--- config.mk ---
export PLATFORM = sky130hd
export DESIGN_NAME = dio_ctrl
export DESIGN_NICKNAME = d
export VERILOG_FILES = /design/src/dio_pkg.sv /design/src/dio_ctrl.sv /design/src/dio_line_filter.sv
export VERILOG_INCLUDE_DIRS = /design/src /design/src/src
export SDC_FILE = /design/constraint.sdc
export NUM_CORES = 2
export LEC_CHECK = 0
export ABC_AREA = 1
export BUFFER_PORTS_ARGS = -buffer_cell sky130_fd_sc_hd__buf_2
export CAP_MARGIN = 20
export CORE_ASPECT_RATIO = 1.25
export CORE_MARGIN = 4
export CORE_UTILIZATION = 45
export CTS_CLUSTER_DIAMETER = 150
export DETAILED_ROUTE_END_ITERATION = 6
export PLACE_DENSITY_LB_ADDON = 0.1
export RECOVER_POWER = 100
export SYNTH_ARGS = -nofsm -noshare
export SYNTH_HDL_FRONTEND = slang
export SYNTH_SLANG_ARGS = --single-unit
--- constraint.sdc ---
create_clock -name mclk -period 5.5 [get_ports mclk]
set_input_delay 0.275 -clock mclk [delete_from_list [all_inputs] [get_ports mclk]]
set_output_delay 0.275 -clock mclk [all_outputs]
set_load 0.005 [all_outputs]
--- src/dio_defs.svh ---
// constants and register map of the four-line digital io control block
`ifndef DIO_DEFS_SVH
`define DIO_DEFS_SVH

// ---------------------------------------------
// register offsets (byte addresses)
// ---------------------------------------------
`define DIO_OFS_LINE_PICK 8'h00
`define DIO_OFS_LINE_DIRECTION 8'h04
`define DIO_OFS_AUX_RAIL 8'h08
`define DIO_OFS_POLARITY 8'h0c
`define DIO_OFS_PIN_LEVEL 8'h10
`define DIO_OFS_PIN_LEVELS 8'h14
`define DIO_OFS_FILTER_KIND 8'h18
`define DIO_OFS_FILTER_SPAN 8'h1c
`define DIO_OFS_DRIVE_SOURCE 8'h20
`define DIO_OFS_CIRCUIT_TYPE 8'h24
`define DIO_OFS_SW_BIT_PICK 8'h28
`define DIO_OFS_SW_BIT_LEVEL 8'h2c
`define DIO_OFS_SW_BITS 8'h30

// ---------------------------------------------
// timing and reset values
// ---------------------------------------------
`define DIO_CLK_MHZ 250
`define DIO_SPAN_RST 16'h0000
`define DIO_SRC_RST 5'h00
// one bit per line, set for an aux-rail capable line; only line 0 is capable
`define DIO_AUX_CAPABLE 4'h1
// circuit type code per line, two bits each
`define DIO_CIRCUIT_CODES 8'h55

`endif

--- src/dio_pkg.sv ---
// types shared by the digital io control block
`default_nettype none
package dio_pkg;
    typedef enum logic [4:0] {
        DIO_SRC_OFF = 5'h00,
        DIO_SRC_LINE0 = 5'h01,
        DIO_SRC_LINE1 = 5'h02,
        DIO_SRC_LINE2 = 5'h03,
        DIO_SRC_LINE3 = 5'h04,
        DIO_SRC_USER0 = 5'h05,
        DIO_SRC_USER1 = 5'h06,
        DIO_SRC_USER2 = 5'h07,
        DIO_SRC_USER3 = 5'h08,
        DIO_SRC_CNT0 = 5'h09,
        DIO_SRC_CNT1 = 5'h0a,
        DIO_SRC_LOGIC0 = 5'h0b,
        DIO_SRC_LOGIC1 = 5'h0c,
        DIO_SRC_EXPOSE = 5'h0d,
        DIO_SRC_TRIGWAIT = 5'h0e,
        DIO_SRC_PPS = 5'h0f,
        DIO_SRC_SERIAL = 5'h10
    } dio_src_e;

    typedef enum logic [1:0] {
        DIO_CT_TRISTATE = 2'h0,
        DIO_CT_OPTO = 2'h1,
        DIO_CT_OPENDRAIN = 2'h2
    } dio_circuit_e;

    typedef enum logic [2:0] {
        DIO_DG_IDLE = 3'b001,
        DIO_DG_WAIT = 3'b010,
        DIO_DG_HOLD = 3'b100
    } dio_filt_e;
endpackage : dio_pkg
`default_nettype wire

--- src/dio_ctrl.sv ---
// four-line digital io control with register port
`default_nettype none
`include "dio_defs.svh"
module dio_ctrl
    import dio_pkg::*;
#(
    parameter int NLINE = 4,
    parameter int NUSER = 4,
    parameter int SPAN_W = 16
) (
    // clock and reset
    input wire logic mclk,
    input wire logic sys_rst,
    // register port
    input wire logic [7:0] regAddr,
    input wire logic [31:0] regWrData,
    input wire logic regWrStb,
    input wire logic regRdStb,
    output logic [31:0] regRdData,
    // connector lines, open drain: oe low while driving low
    input wire logic [NLINE-1:0] lineIn,
    output logic [NLINE-1:0] lineOut,
    output logic [NLINE-1:0] lineOeN,
    output logic [NLINE-1:0] auxRailOn,
    // internal drive sources
    input wire logic [1:0] counterActive,
    input wire logic [1:0] logicBlockOut,
    input wire logic exposureActive,
    input wire logic frameTriggerWait,
    input wire logic ppsSignal,
    input wire logic serialTx,
    // user output bank for internal use
    output logic [NUSER-1:0] swBits
);
    // ---------------------------------------------
    // configuration state
    // ---------------------------------------------
    logic [1:0] linePick_r, linePick_nxt;
    logic [NLINE-1:0] direction_r, direction_nxt;
    logic [NLINE-1:0] polarity_r, polarity_nxt;
    logic [NLINE-1:0] auxRail_r, auxRail_nxt;
    logic filterKind_r, filterKind_nxt;
    logic [SPAN_W-1:0] glitchSpan_r [NLINE];
    logic [SPAN_W-1:0] glitchSpan_nxt [NLINE];
    logic [SPAN_W-1:0] bounceSpan_r [NLINE];
    logic [SPAN_W-1:0] bounceSpan_nxt [NLINE];
    logic [4:0] source_r [NLINE];
    logic [4:0] source_nxt [NLINE];
    logic [1:0] swPick_r, swPick_nxt;
    logic [NUSER-1:0] swBits_r, swBits_nxt;
    logic [31:0] rdData_r, rdData_nxt;
    logic [NLINE-1:0] drvLevel_r, drvLevel_nxt;
    logic [NLINE-1:0] oeN_r, oeN_nxt;

    // ---------------------------------------------
    // pin synchronisers and filters
    // ---------------------------------------------
    logic [NLINE-1:0] pinMeta_r;
    logic [NLINE-1:0] pinSync_r;
    logic [NLINE-1:0] filtered;
    logic [NLINE-1:0] level;

    always_ff @(posedge mclk) begin
        // reset to the pull-up level, so the filters see no false
        // edge when reset lets go
        if (sys_rst) begin
            pinMeta_r <= '1;
            pinSync_r <= '1;
        end else begin
            pinMeta_r <= lineIn;
            pinSync_r <= pinMeta_r;
        end
    end

    genvar gi;
    generate
        for (gi = 0; gi < NLINE; gi++) begin : g_line
            dio_line_filter #(
                .SPAN_W(SPAN_W)
            ) u_filter (
                .mclk(mclk),
                .sys_rst(sys_rst),
                .rawLevel(pinSync_r[gi]),
                .glitchSpanUs(glitchSpan_r[gi]),
                .bounceSpanUs(bounceSpan_r[gi]),
                .cleanLevel(filtered[gi])
            );
            // flip applies on the input side
            // output lines report their driven level
            assign level[gi] = direction_r[gi] ? drvLevel_r[gi]
                                               : filtered[gi] ^ polarity_r[gi];
        end
    endgenerate

    // ---------------------------------------------
    // source mux
    // ---------------------------------------------
    function automatic logic pickSource(input logic [4:0] sel,
                                        input logic [NLINE-1:0] lv,
                                        input logic [NUSER-1:0] ub);
        logic r;
        r = 1'b0;
        case (sel)
            DIO_SRC_LINE0: r = lv[0];
            DIO_SRC_LINE1: r = lv[1];
            DIO_SRC_LINE2: r = lv[2];
            DIO_SRC_LINE3: r = lv[3];
            DIO_SRC_USER0: r = ub[0];
            DIO_SRC_USER1: r = ub[1];
            DIO_SRC_USER2: r = ub[2];
            DIO_SRC_USER3: r = ub[3];
            DIO_SRC_CNT0: r = counterActive[0];
            DIO_SRC_CNT1: r = counterActive[1];
            DIO_SRC_LOGIC0: r = logicBlockOut[0];
            DIO_SRC_LOGIC1: r = logicBlockOut[1];
            DIO_SRC_EXPOSE: r = exposureActive;
            DIO_SRC_TRIGWAIT: r = frameTriggerWait;
            DIO_SRC_PPS: r = ppsSignal;
            DIO_SRC_SERIAL: r = serialTx;
            default: r = 1'b0;
        endcase
        return r;
    endfunction

    // ---------------------------------------------
    // register write
    // ---------------------------------------------
    logic [7:0] circuitCodes;
    logic [NLINE-1:0] auxCapable;
    logic srcLevel;
    assign circuitCodes = `DIO_CIRCUIT_CODES;
    assign auxCapable = NLINE'(`DIO_AUX_CAPABLE);

    always_comb begin
        logic [1:0] lp;
        lp = linePick_r;
        linePick_nxt = linePick_r;
        direction_nxt = direction_r;
        polarity_nxt = polarity_r;
        auxRail_nxt = auxRail_r;
        filterKind_nxt = filterKind_r;
        glitchSpan_nxt = glitchSpan_r;
        bounceSpan_nxt = bounceSpan_r;
        source_nxt = source_r;
        swPick_nxt = swPick_r;
        swBits_nxt = swBits_r;
        // writes land at the next edge, in time for a following read
        if (regWrStb) begin
            case (regAddr)
                `DIO_OFS_LINE_PICK: linePick_nxt = regWrData[1:0];
                `DIO_OFS_LINE_DIRECTION: direction_nxt[lp] = regWrData[0];
                // only capable lines keep the switch
                `DIO_OFS_AUX_RAIL:
                    auxRail_nxt[lp] = regWrData[0] & auxCapable[lp];
                `DIO_OFS_POLARITY: polarity_nxt[lp] = regWrData[0];
                `DIO_OFS_FILTER_KIND: filterKind_nxt = regWrData[0];
                `DIO_OFS_FILTER_SPAN: begin
                    if (filterKind_r) begin
                        bounceSpan_nxt[lp] = regWrData[SPAN_W-1:0];
                    end else begin
                        glitchSpan_nxt[lp] = regWrData[SPAN_W-1:0];
                    end
                end
                `DIO_OFS_DRIVE_SOURCE: source_nxt[lp] = regWrData[4:0];
                `DIO_OFS_SW_BIT_PICK: swPick_nxt = regWrData[1:0];
                `DIO_OFS_SW_BIT_LEVEL: swBits_nxt[swPick_r] = regWrData[0];
                `DIO_OFS_SW_BITS: swBits_nxt = regWrData[NUSER-1:0];
                // circuit type and unmapped writes ignored
                default: linePick_nxt = linePick_r;
            endcase
        end
    end

    // ---------------------------------------------
    // read data
    // ---------------------------------------------
    // the answer is registered, so it stands for exactly one cycle
    // and reads as zero otherwise
    always_comb begin
        logic [1:0] lp;
        lp = linePick_r;
        rdData_nxt = '0;
        if (regRdStb) begin
            case (regAddr)
                `DIO_OFS_LINE_PICK: rdData_nxt[1:0] = linePick_r;
                `DIO_OFS_LINE_DIRECTION: rdData_nxt[0] = direction_r[lp];
                `DIO_OFS_AUX_RAIL: rdData_nxt[0] = auxRail_r[lp];
                `DIO_OFS_POLARITY: rdData_nxt[0] = polarity_r[lp];
                `DIO_OFS_PIN_LEVEL: rdData_nxt[0] = level[lp];
                `DIO_OFS_PIN_LEVELS: rdData_nxt[NLINE-1:0] = level;
                `DIO_OFS_FILTER_KIND: rdData_nxt[0] = filterKind_r;
                `DIO_OFS_FILTER_SPAN:
                    rdData_nxt[SPAN_W-1:0] = filterKind_r ? bounceSpan_r[lp]
                                                          : glitchSpan_r[lp];
                `DIO_OFS_DRIVE_SOURCE: rdData_nxt[4:0] = source_r[lp];
                `DIO_OFS_CIRCUIT_TYPE:
                    rdData_nxt[1:0] = circuitCodes[2*lp +: 2];
                `DIO_OFS_SW_BIT_PICK: rdData_nxt[1:0] = swPick_r;
                `DIO_OFS_SW_BIT_LEVEL: rdData_nxt[0] = swBits_r[swPick_r];
                `DIO_OFS_SW_BITS: rdData_nxt[NUSER-1:0] = swBits_r;
                default: rdData_nxt = '0;
            endcase
        end
    end

    // ---------------------------------------------
    // pin drive
    // ---------------------------------------------
    // sources are read from registered levels, so a loopback line
    // follows its partner one cycle later than the partner's level
    always_comb begin
        srcLevel = 1'b0;
        drvLevel_nxt = drvLevel_r;
        oeN_nxt = '1;
        // an output line with its source off pulls low unless its polarity is flipped
        for (int i = 0; i < NLINE; i++) begin
            srcLevel = pickSource(source_r[i], level, swBits_r);
            // flip applies on the output side
            drvLevel_nxt[i] = srcLevel ^ polarity_r[i];
            // drive only while direction is output
            oeN_nxt[i] = !(direction_r[i] && !drvLevel_nxt[i]);
        end
    end

    always_ff @(posedge mclk) begin
        if (sys_rst) begin
            linePick_r <= '0;
            direction_r <= '0;
            polarity_r <= '0;
            auxRail_r <= '0;
            filterKind_r <= 1'b0;
            for (int i = 0; i < NLINE; i++) begin
                glitchSpan_r[i] <= `DIO_SPAN_RST;
                bounceSpan_r[i] <= `DIO_SPAN_RST;
                source_r[i] <= `DIO_SRC_RST;
            end
            swPick_r <= '0;
            swBits_r <= '0;
        end else begin
            linePick_r <= linePick_nxt;
            direction_r <= direction_nxt;
            polarity_r <= polarity_nxt;
            auxRail_r <= auxRail_nxt;
            filterKind_r <= filterKind_nxt;
            glitchSpan_r <= glitchSpan_nxt;
            bounceSpan_r <= bounceSpan_nxt;
            source_r <= source_nxt;
            swPick_r <= swPick_nxt;
            swBits_r <= swBits_nxt;
        end
    end

    always_ff @(posedge mclk) begin
        if (sys_rst) begin
            rdData_r <= '0;
        end else begin
            rdData_r <= rdData_nxt;
        end
    end

    always_ff @(posedge mclk) begin
        if (sys_rst) begin
            drvLevel_r <= '0;
            oeN_r <= '1;
        end else begin
            drvLevel_r <= drvLevel_nxt;
            oeN_r <= oeN_nxt;
        end
    end

    // open drain: the pin only ever pulls low
    assign regRdData = rdData_r;
    assign lineOut = '0;
    assign lineOeN = oeN_r;
    assign auxRailOn = auxRail_r;
    assign swBits = swBits_r;
endmodule // dio_ctrl
`default_nettype wire

--- src/dio_line_filter.sv ---
// deglitch then debounce filter for one input line
`default_nettype none
`include "dio_defs.svh"
module dio_line_filter
    import dio_pkg::*;
#(
    parameter int SPAN_W = 16,
    parameter int CNT_W = 26
) (
    // clock and reset
    input wire logic mclk,
    input wire logic sys_rst,
    // raw synchronised level and widths in microseconds
    input wire logic rawLevel,
    input wire logic [SPAN_W-1:0] glitchSpanUs,
    input wire logic [SPAN_W-1:0] bounceSpanUs,
    // filtered level
    output logic cleanLevel
);
    // ---------------------------------------------
    // width conversion
    // ---------------------------------------------
    logic [CNT_W-1:0] glitchCycles;
    logic [CNT_W-1:0] bounceCycles;
    assign glitchCycles = CNT_W'(glitchSpanUs * `DIO_CLK_MHZ);
    assign bounceCycles = CNT_W'(bounceSpanUs * `DIO_CLK_MHZ);

    // ---------------------------------------------
    // state
    // ---------------------------------------------
    logic glitchOut_r, glitchOut_nxt;
    logic [CNT_W-1:0] glitchCnt_r, glitchCnt_nxt;
    logic bounceOut_r, bounceOut_nxt;
    logic [CNT_W-1:0] bounceCnt_r, bounceCnt_nxt;
    dio_filt_e bounceSt_r, bounceSt_nxt;

    always_comb begin
        glitchOut_nxt = glitchOut_r;
        glitchCnt_nxt = glitchCnt_r;
        if (rawLevel == glitchOut_r) begin
            glitchCnt_nxt = '0;
        end else if (glitchCnt_r + 1'b1 >= glitchCycles) begin
            glitchOut_nxt = rawLevel;
            glitchCnt_nxt = '0;
        end else begin
            glitchCnt_nxt = glitchCnt_r + 1'b1;
        end
        bounceOut_nxt = bounceOut_r;
        bounceCnt_nxt = bounceCnt_r;
        bounceSt_nxt = bounceSt_r;
        case (bounceSt_r)
            DIO_DG_IDLE: begin
                if (glitchOut_r != bounceOut_r) begin
                    bounceOut_nxt = glitchOut_r;
                    bounceCnt_nxt = '0;
                    bounceSt_nxt = DIO_DG_HOLD;
                end
            end
            DIO_DG_HOLD: begin
                if (bounceCnt_r + 1'b1 >= bounceCycles) begin
                    bounceSt_nxt = DIO_DG_IDLE;
                end else begin
                    bounceCnt_nxt = bounceCnt_r + 1'b1;
                end
            end
            default: begin
                bounceSt_nxt = DIO_DG_IDLE;
            end
        endcase
    end

    always_ff @(posedge mclk) begin
        if (sys_rst) begin
            glitchOut_r <= 1'b1;
            glitchCnt_r <= '0;
            bounceOut_r <= 1'b1;
            bounceCnt_r <= '0;
            bounceSt_r <= DIO_DG_IDLE;
        end else begin
            glitchOut_r <= glitchOut_nxt;
            glitchCnt_r <= glitchCnt_nxt;
            bounceOut_r <= bounceOut_nxt;
            bounceCnt_r <= bounceCnt_nxt;
            bounceSt_r <= bounceSt_nxt;
        end
    end

    assign cleanLevel = bounceOut_r;
endmodule // dio_line_filter
`default_nettype wire

; ---- Yosys cells after proc, flatten, opt, wreduce, memory -nomap -nowiden
; Cells that the tools add are included.
[classes]
add_sub_neg = 8
n_mul = 8
div_mod_pow = 0
n_lt_le_gt_ge = 14
eq_ne = 104
shift = 1
mux = 74
n_bitwise = 17
n_reduce_logical = 53
[op_table]
columns = cell, count
row1 = adder 26 x 1 -> 26 bit (second input constant), 8
row2 = >= comparator 26 x 24 -> 1 bit, 8
row3 = 2-to-1 mux 26 bit, 8
row4 = case mux 26 bit (2 select lines), 4
row5 = multiplier 16 x 7 -> 23 bit (second input constant), 8
row6 = == test 5 x 4 -> 1 bit (second input constant), 32
row7 = bitwise mux 64 bit, 2
row8 = 2-to-1 mux 16 bit, 6
row9 = == test 5 x 3 -> 1 bit (second input constant), 16
row10 = binary-select mux 16 bit (select 2 bit), 2
row11 = case mux 1 bit (16 select lines), 4
row12 = == test 5 x 2 -> 1 bit (second input constant), 8
row13 = == test 8 x 6 -> 1 bit (second input constant), 5
row14 = AND reduction 2 bit, 20
row15 = demux 16 bit (select 2 bit), 1
row16 = == test 8 x 5 -> 1 bit (second input constant), 4
row17 = 2-to-1 mux 3 bit, 8
row18 = case mux 3 bit (2 select lines), 4
row19 = bitwise mux 20 bit, 1
row20 = == test 5 x 1 -> 1 bit (second input constant), 4
row21 = == test 5 bit (second input constant), 4
row22 = AND reduction 3 bit, 6
row23 = bitwise mux 4 bit, 4
row24 = == test 8 x 4 -> 1 bit (second input constant), 2
row25 = 33 further kinds, 110
[totals]
reg_bits = 445
latchBits = 0
ram_bits = 0
romBits = 0
inputBits = 56
output_inout_bits = 48
wordCells = 325
memories = 0

; ---- Logic depth before layout (Yosys ltp)
[logic_depth]
ltp_word = 7
depth_mapped = 37
ltp_nobuf = 35

; ---- Hierarchy
; A second synthesis with hierarchy kept.
[unflattened]
hier_cells = 6479
area_unflattened_um2 = 48527.8
[modules_own_cells]
columns = module, n_inst, cells_each, area_per_inst_um2, seq_area_each_um2
row1 = dio_line_filter (g_line[0].u_filter), 1, 1253, 9806.9, 1121.1
row2 = dio_line_filter (g_line[1].u_filter), 1, 1294, 9785.6, 1121.1
row3 = dio_ctrl, 1, 1402, 9701.8, 4023.9
row4 = dio_line_filter (g_line[2].u_filter), 1, 1265, 9659.3, 1121.1
row5 = dio_line_filter (g_line[3].u_filter), 1, 1265, 9574.2, 1121.1

; ---- Least setup slack after synthesis
; Ideal clock, no wire load.
[synth_path]
kind = reg-to-reg
start = register bounceSpan_r[49] (netlist bit)
end = register g_line[0].u_filter.bounceCnt_r[17]
setup_time_ns = 0.114
t_arrival_ns = 5.283
required_ns = 5.386
slack_ns = 0.103
stages_incl_launch_ff = 35
n_path_buf = 2
synth_period_minus_slack_ns = 5.397
path_cell_list = dfxtp_1 -> inv_1 -> fa_1 -> inv_1 -> ha_1 -> xnor2_1 -> fa_1 -> inv_1 -> fa_1 -> ha_1 -> nand2_1 -> inv_1 -> nand3_1 -> nor3_1 -> a21oi_1 -> o21ai_0 -> nand3_1 -> nand3b_1 -> nand2_1 -> ha_1 -> nand4_1 -> nor2_1 -> nand2_1 -> nand2_1 -> nor2_1 -> nand3_1 -> nand2_1 -> nand2_1 -> nand2_1 -> nand2_4 -> nand2_4 -> buf_8 -> buf_12 -> nor2_1 -> nor2_2
[synth_via]
elab_chain_cells = 4
[synth_rtl]
columns = element, line_no
row1 = from (decl), dio_ctrl.sv:45  ; logic [SPAN_W-1:0] bounceSpan_r [NLINE];
row2 = "from (signal, indexed assignment)", dio_ctrl.sv:234  ; bounceSpan_r[i] <= `DIO_SPAN_RST;
row3 = from (signal assigned), dio_ctrl.sv:246  ; bounceSpan_r <= bounceSpan_nxt;
row4 = multiplier 16 x 7 -> 23 bit (no source line), -
row5 = >= comparator 26 x 24 -> 1 bit, dio_line_filter.sv:60  ; if (bounceCnt_r + 1'b1 >= bounceCycles) begin
row6 = inequality test 2 bit (no source line), -
row7 = AND reduction 3 bit (no source line), -
row8 = to (signal assigned), dio_line_filter.sv:83  ; bounceCnt_r <= bounceCnt_nxt;
row9 = to (decl), dio_line_filter.sv:34  ; logic [CNT_W-1:0] bounceCnt_r, bounceCnt_nxt;
; Every way passes these cells.
; A chain may end at the register's enable or synchronous reset.

; ---- Worst setup path after layout
[layout_path]
start = register glitchSpan_r[23] (netlist bit)
end = register g_line[2].u_filter.glitchCnt_r[23]
[layout_via]
elab_chain_cells = 3
[layout_rtl]
columns = element, line_no
row1 = from (decl), dio_ctrl.sv:43  ; logic [SPAN_W-1:0] glitchSpan_r [NLINE];
row2 = "from (signal, indexed assignment)", dio_ctrl.sv:233  ; glitchSpan_r[i] <= `DIO_SPAN_RST;
row3 = from (signal assigned), dio_ctrl.sv:245  ; glitchSpan_r <= glitchSpan_nxt;
row4 = multiplier 16 x 7 -> 23 bit (no source line), -
row5 = >= comparator 26 x 24 -> 1 bit, dio_line_filter.sv:42  ; end else if (glitchCnt_r + 1'b1 >= glitchCycles) begin
row6 = OR reduction 3 bit (no source line), -
row7 = to (signal assigned), dio_line_filter.sv:81  ; glitchCnt_r <= glitchCnt_nxt;
row8 = to (decl), dio_line_filter.sv:32  ; logic [CNT_W-1:0] glitchCnt_r, glitchCnt_nxt;
; Every way passes these cells.

==> qor.txt <==
Hold WC Path Type: primary input to flip-flop
Critical Path AT: 5.96 ns
Max transition margin: -0.2442
Port Buffers: 67
Via density: 5.206
H-tree depth: 2
Hold endpoint: filterKind_r$_SDFFE_PP0P_
Layout overhead on the synthesized area: 22.03%
Peak supply drop: 0.0002642 V
EDFF count, synth: 0
Critical R2R Launch: glitchSpan_r[23]$_SDFFE_PP0P_
Max FO, Critical Path: 6
Largest cells by area after synthesis: fa_1 (18%), dfxtp_1 (18%), ha_1 (16%), inv_1 (9.2%), nand2_1 (7.5%)
Yosys reg bits: 425
All-Layer GR Usage: 0.2475
Cell area after layout: 57830 sq um
CTS Buf Count: 54
Met3 routed WL: 8365 um
Hold path startpoint: regAddr[4]
Routed length on met2: 68530 um
Die area: 110600 sq um
Share of cells above drive strength 1: 0.2007
Pwr Total: 8.358 mW
Avg WL per Cell: 17.31 um
I/O pins: 104
Largest family of logic cells by synthesized area: adder cells
Dominant cell type by area after synthesis: fa_1
Most frequent cells in the layout: inv_1 (1085), nand2_1 (844), ha_1 (542)
Worst-path clk slew: 0.07 ns
GPL Wtd Cong: 0.9315
CTS root buf: clkbuf_16
Tcrit/Tclk final: 0.9875
RSZ-0062 raised after global routing: yes
CP peak stage delay: 0.53 ns
Drt first pass iters: 5
Fin. Hold Viols: 0
Nets: 7812
Simple-gate share of the synthesized area: 0.1994
WHS Path Cells: 4
Worst path slowest cell: fa_1
WL final: 140300 um
Die span in y: 370.8 um
Clock sinks: 425
Post-synth ARST share: 0
Clock Tree Buf Depth: 3
M1 WL: 58960 um
Static leakage: 27.15 nW
Endpoint type of the worst setup path: flip-flop
DIE WIDTH: 298.3 um
Cell area power density: 144.5 nW/um^2
Largest net degree at the start of global routing: 113
Mux contribution to synthesized area: 0
Final setup fails: 0
RR Endpoint: g_line[2].u_filter.glitchCnt_r[23]$_SDFF_PP0_
Placement Cell Area: 51940 sq um
Fillcell total: 9926
Worst-margin pin slew: 1.866 ns
Remaining antenna violation count: 0
Grt total ovfl: 0
Max Clock Freq: 184.1 MHz
Commonest non-fill, non-tap cell in the layout: inv_1
Via count: 42210
Compound-Gate Fraction of Synth Area: 0.1119
Critical setup path kind: flip-flop to flip-flop
# DRC: 0
CP Launch Type: flip-flop
Seq/Total Area, Yosys: 0.1795
Path depth of the worst reg2reg path: 29
Adder-cell share of the synthesized area: 0.3424
Synth Flop Type: dfxtp_1
Clk_lat worst skew: 0.66 ns
Initial core utilization: 0.4554
First-pass GRT wire length: 220200 um
DP Wirelength: 108400 um
Core Area: 104100 sq um
Mapped Cells: 6216
Yosys warnings: 0
Post-Syn Area: 47390 sq um
Top layer in use: met5
Status: complete, but fails checks
FP Rows: 132
CTS tree: done
Max-cap violations: 1
Xor/xnor share of the synthesized area: 0.05766
Netlist cell types: 65
Final max-slew violation count: 34
Initial antenna violation count: 18
Clock Skew: 0.03448 ns
Synth top area share: 0.1808
Violated checks: max-capacitance violations, max-slew violations
Min Tclk post-route: 5.431 ns
Flop2flop setup slack: 0.07 ns
Syn avg cell area: 7.624 sq um
Critical Path RT: 6.03 ns
Starting DRC count in detailed routing: 2432
Number of global-route vias before repair: 42080
[state kept, by name, indices dropped and copies added, names as in the netlist, 8 cells and up]
signal and cells:
bounceSpan_r 64, regRdData 16, glitchSpan_r 64, g_line.u_filter.bounceSt_r 8, g_line.u_filter.glitchCnt_r 104, g_line.u_filter.bounceCnt_r 104
source_r 20
[power by group]
part           switching [mW]  leakage, nW  total [mW]  internal [mW]
Combinational           0.740         22.8        1.18          0.442
Sequential              0.105         3.46        3.27           3.17
Clock                    1.57        0.934        3.90           2.33
[per-stage QoR]
step / hold WS, ns / setup WS (ns) / utilization / instances / TNS [ns]
2_1_floorplan: 0.3788 / 0.1029 / - / 6243 / 0
3_3_place_gp: 0.4000 / -0.08480 / 0.4992 / 7919 / -2.452
3_5_place_dp: 0.4009 / -0.1147 / 0.4992 / 7919 / -6.491
4_1_cts: 0.01594 / 0.0004707 / 0.5245 / 8040 / 0
5_1_grt: 0.07729 / -0.2465 / 0.5556 / 8101 / -22.41
6_report: 0.06968 / 0.06869 / 0.5557 / 8107 / 0
[cells in the mapped netlist (20+ instances only)]
cell,instances
nor2_1,585
xor2_1,216
nor4_1,31
ha_1,612
nor3_1,114
xnor2_1,96
or2_2,20
nand2_1,949
clkbuf_1,81
nand4_1,81
nor2_2,27
o211ai_1,23
a21oi_1,473
o21ai_0,305
buf_4,20
fa_1,428
buf_2,25
inv_1,1158
dfxtp_1,425
o22ai_1,48
nand3_1,257
[cell type report]
type,count,area (sq um),area share
clock inverters,27,400.4,0.006924
well taps,1340,1677,0.02899
multi-input cells,4509,36710,0.6348
clock buffers,71,1496,0.02588
inverters,1169,4413,0.07632
flip-flops and latches,425,8566,0.1481
diodes,9,22.52,0.0003895
repair buffers,557,4544,0.07859
[what timing repair did]
action | in CTS | in global routing
gates cloned | 7 | 22
gates resized for setup | 111 | 720
setup endpoints to repair | 175 | 212
pin swaps | 20 | 331
hold endpoints to repair | 11 | 0
buffers inserted | 11 | 41
hold buffers | 5 | 0
[worst max path at each step]
| stage | startpoint | to | slack [ns] | cells past startpoint |
|---|---|---|---|---|
| after floorplan | bounceSpan_r[49]$_SDFFE_PP0P_ | g_line[0].u_filter.bounceCnt_r[17]$_SDFFE_PP0P_ | 0.10 | 34 |
| after global placement | bounceSpan_r[51]$_SDFFE_PP0P_ | g_line[0].u_filter.bounceCnt_r[5]$_SDFFE_PP0P_ | -0.08 | 29 |
| after detailed placement | bounceSpan_r[51]$_SDFFE_PP0P_ | g_line[0].u_filter.bounceCnt_r[11]$_SDFFE_PP0P_ | -0.11 | 29 |
| after CTS | glitchSpan_r[17]$_SDFFE_PP0P_ | g_line[2].u_filter.glitchCnt_r[21]$_SDFF_PP0_ | 0.0005 | 29 |
| after global routing | glitchSpan_r[19]$_SDFFE_PP0P_ | g_line[2].u_filter.glitchCnt_r[12]$_SDFF_PP0_ | -0.25 | 28 |
| final | glitchSpan_r[23]$_SDFFE_PP0P_ | g_line[2].u_filter.glitchCnt_r[23]$_SDFF_PP0_ | 0.07 | 29 |
[layer usage]
layer,vias to the layer above,GRT usage
met5,-,0
met4,2,0.07515
met3,265,0.03899
met2,930,0.4386
met1,20090,0.3102
li1,20920,-
[worst max-delay path: cells and delay by family (launching register included)]
kind / cells / cell delay [ns]
fa+ha+maj: 6 / 2.57
simple gates: 10 / 0.91
buf+inv: 8 / 0.75
compound gates: 4 / 0.59
flops: 1 / 0.35
xor+xnor: 1 / 0.16
[cell families (layout without fill, tap and decap cells)]
family	Yosys count	count (layout)
xor gates and xnor gates	312	312
buffers and inverters	1313	1824
DFF	425	425
other	1	37
and+or+nand+nor	2155	2159
AOI/OAI and AO/OA	970	970
adders and majority gates	1040	1040
Power figures use the tool's default switching activity.
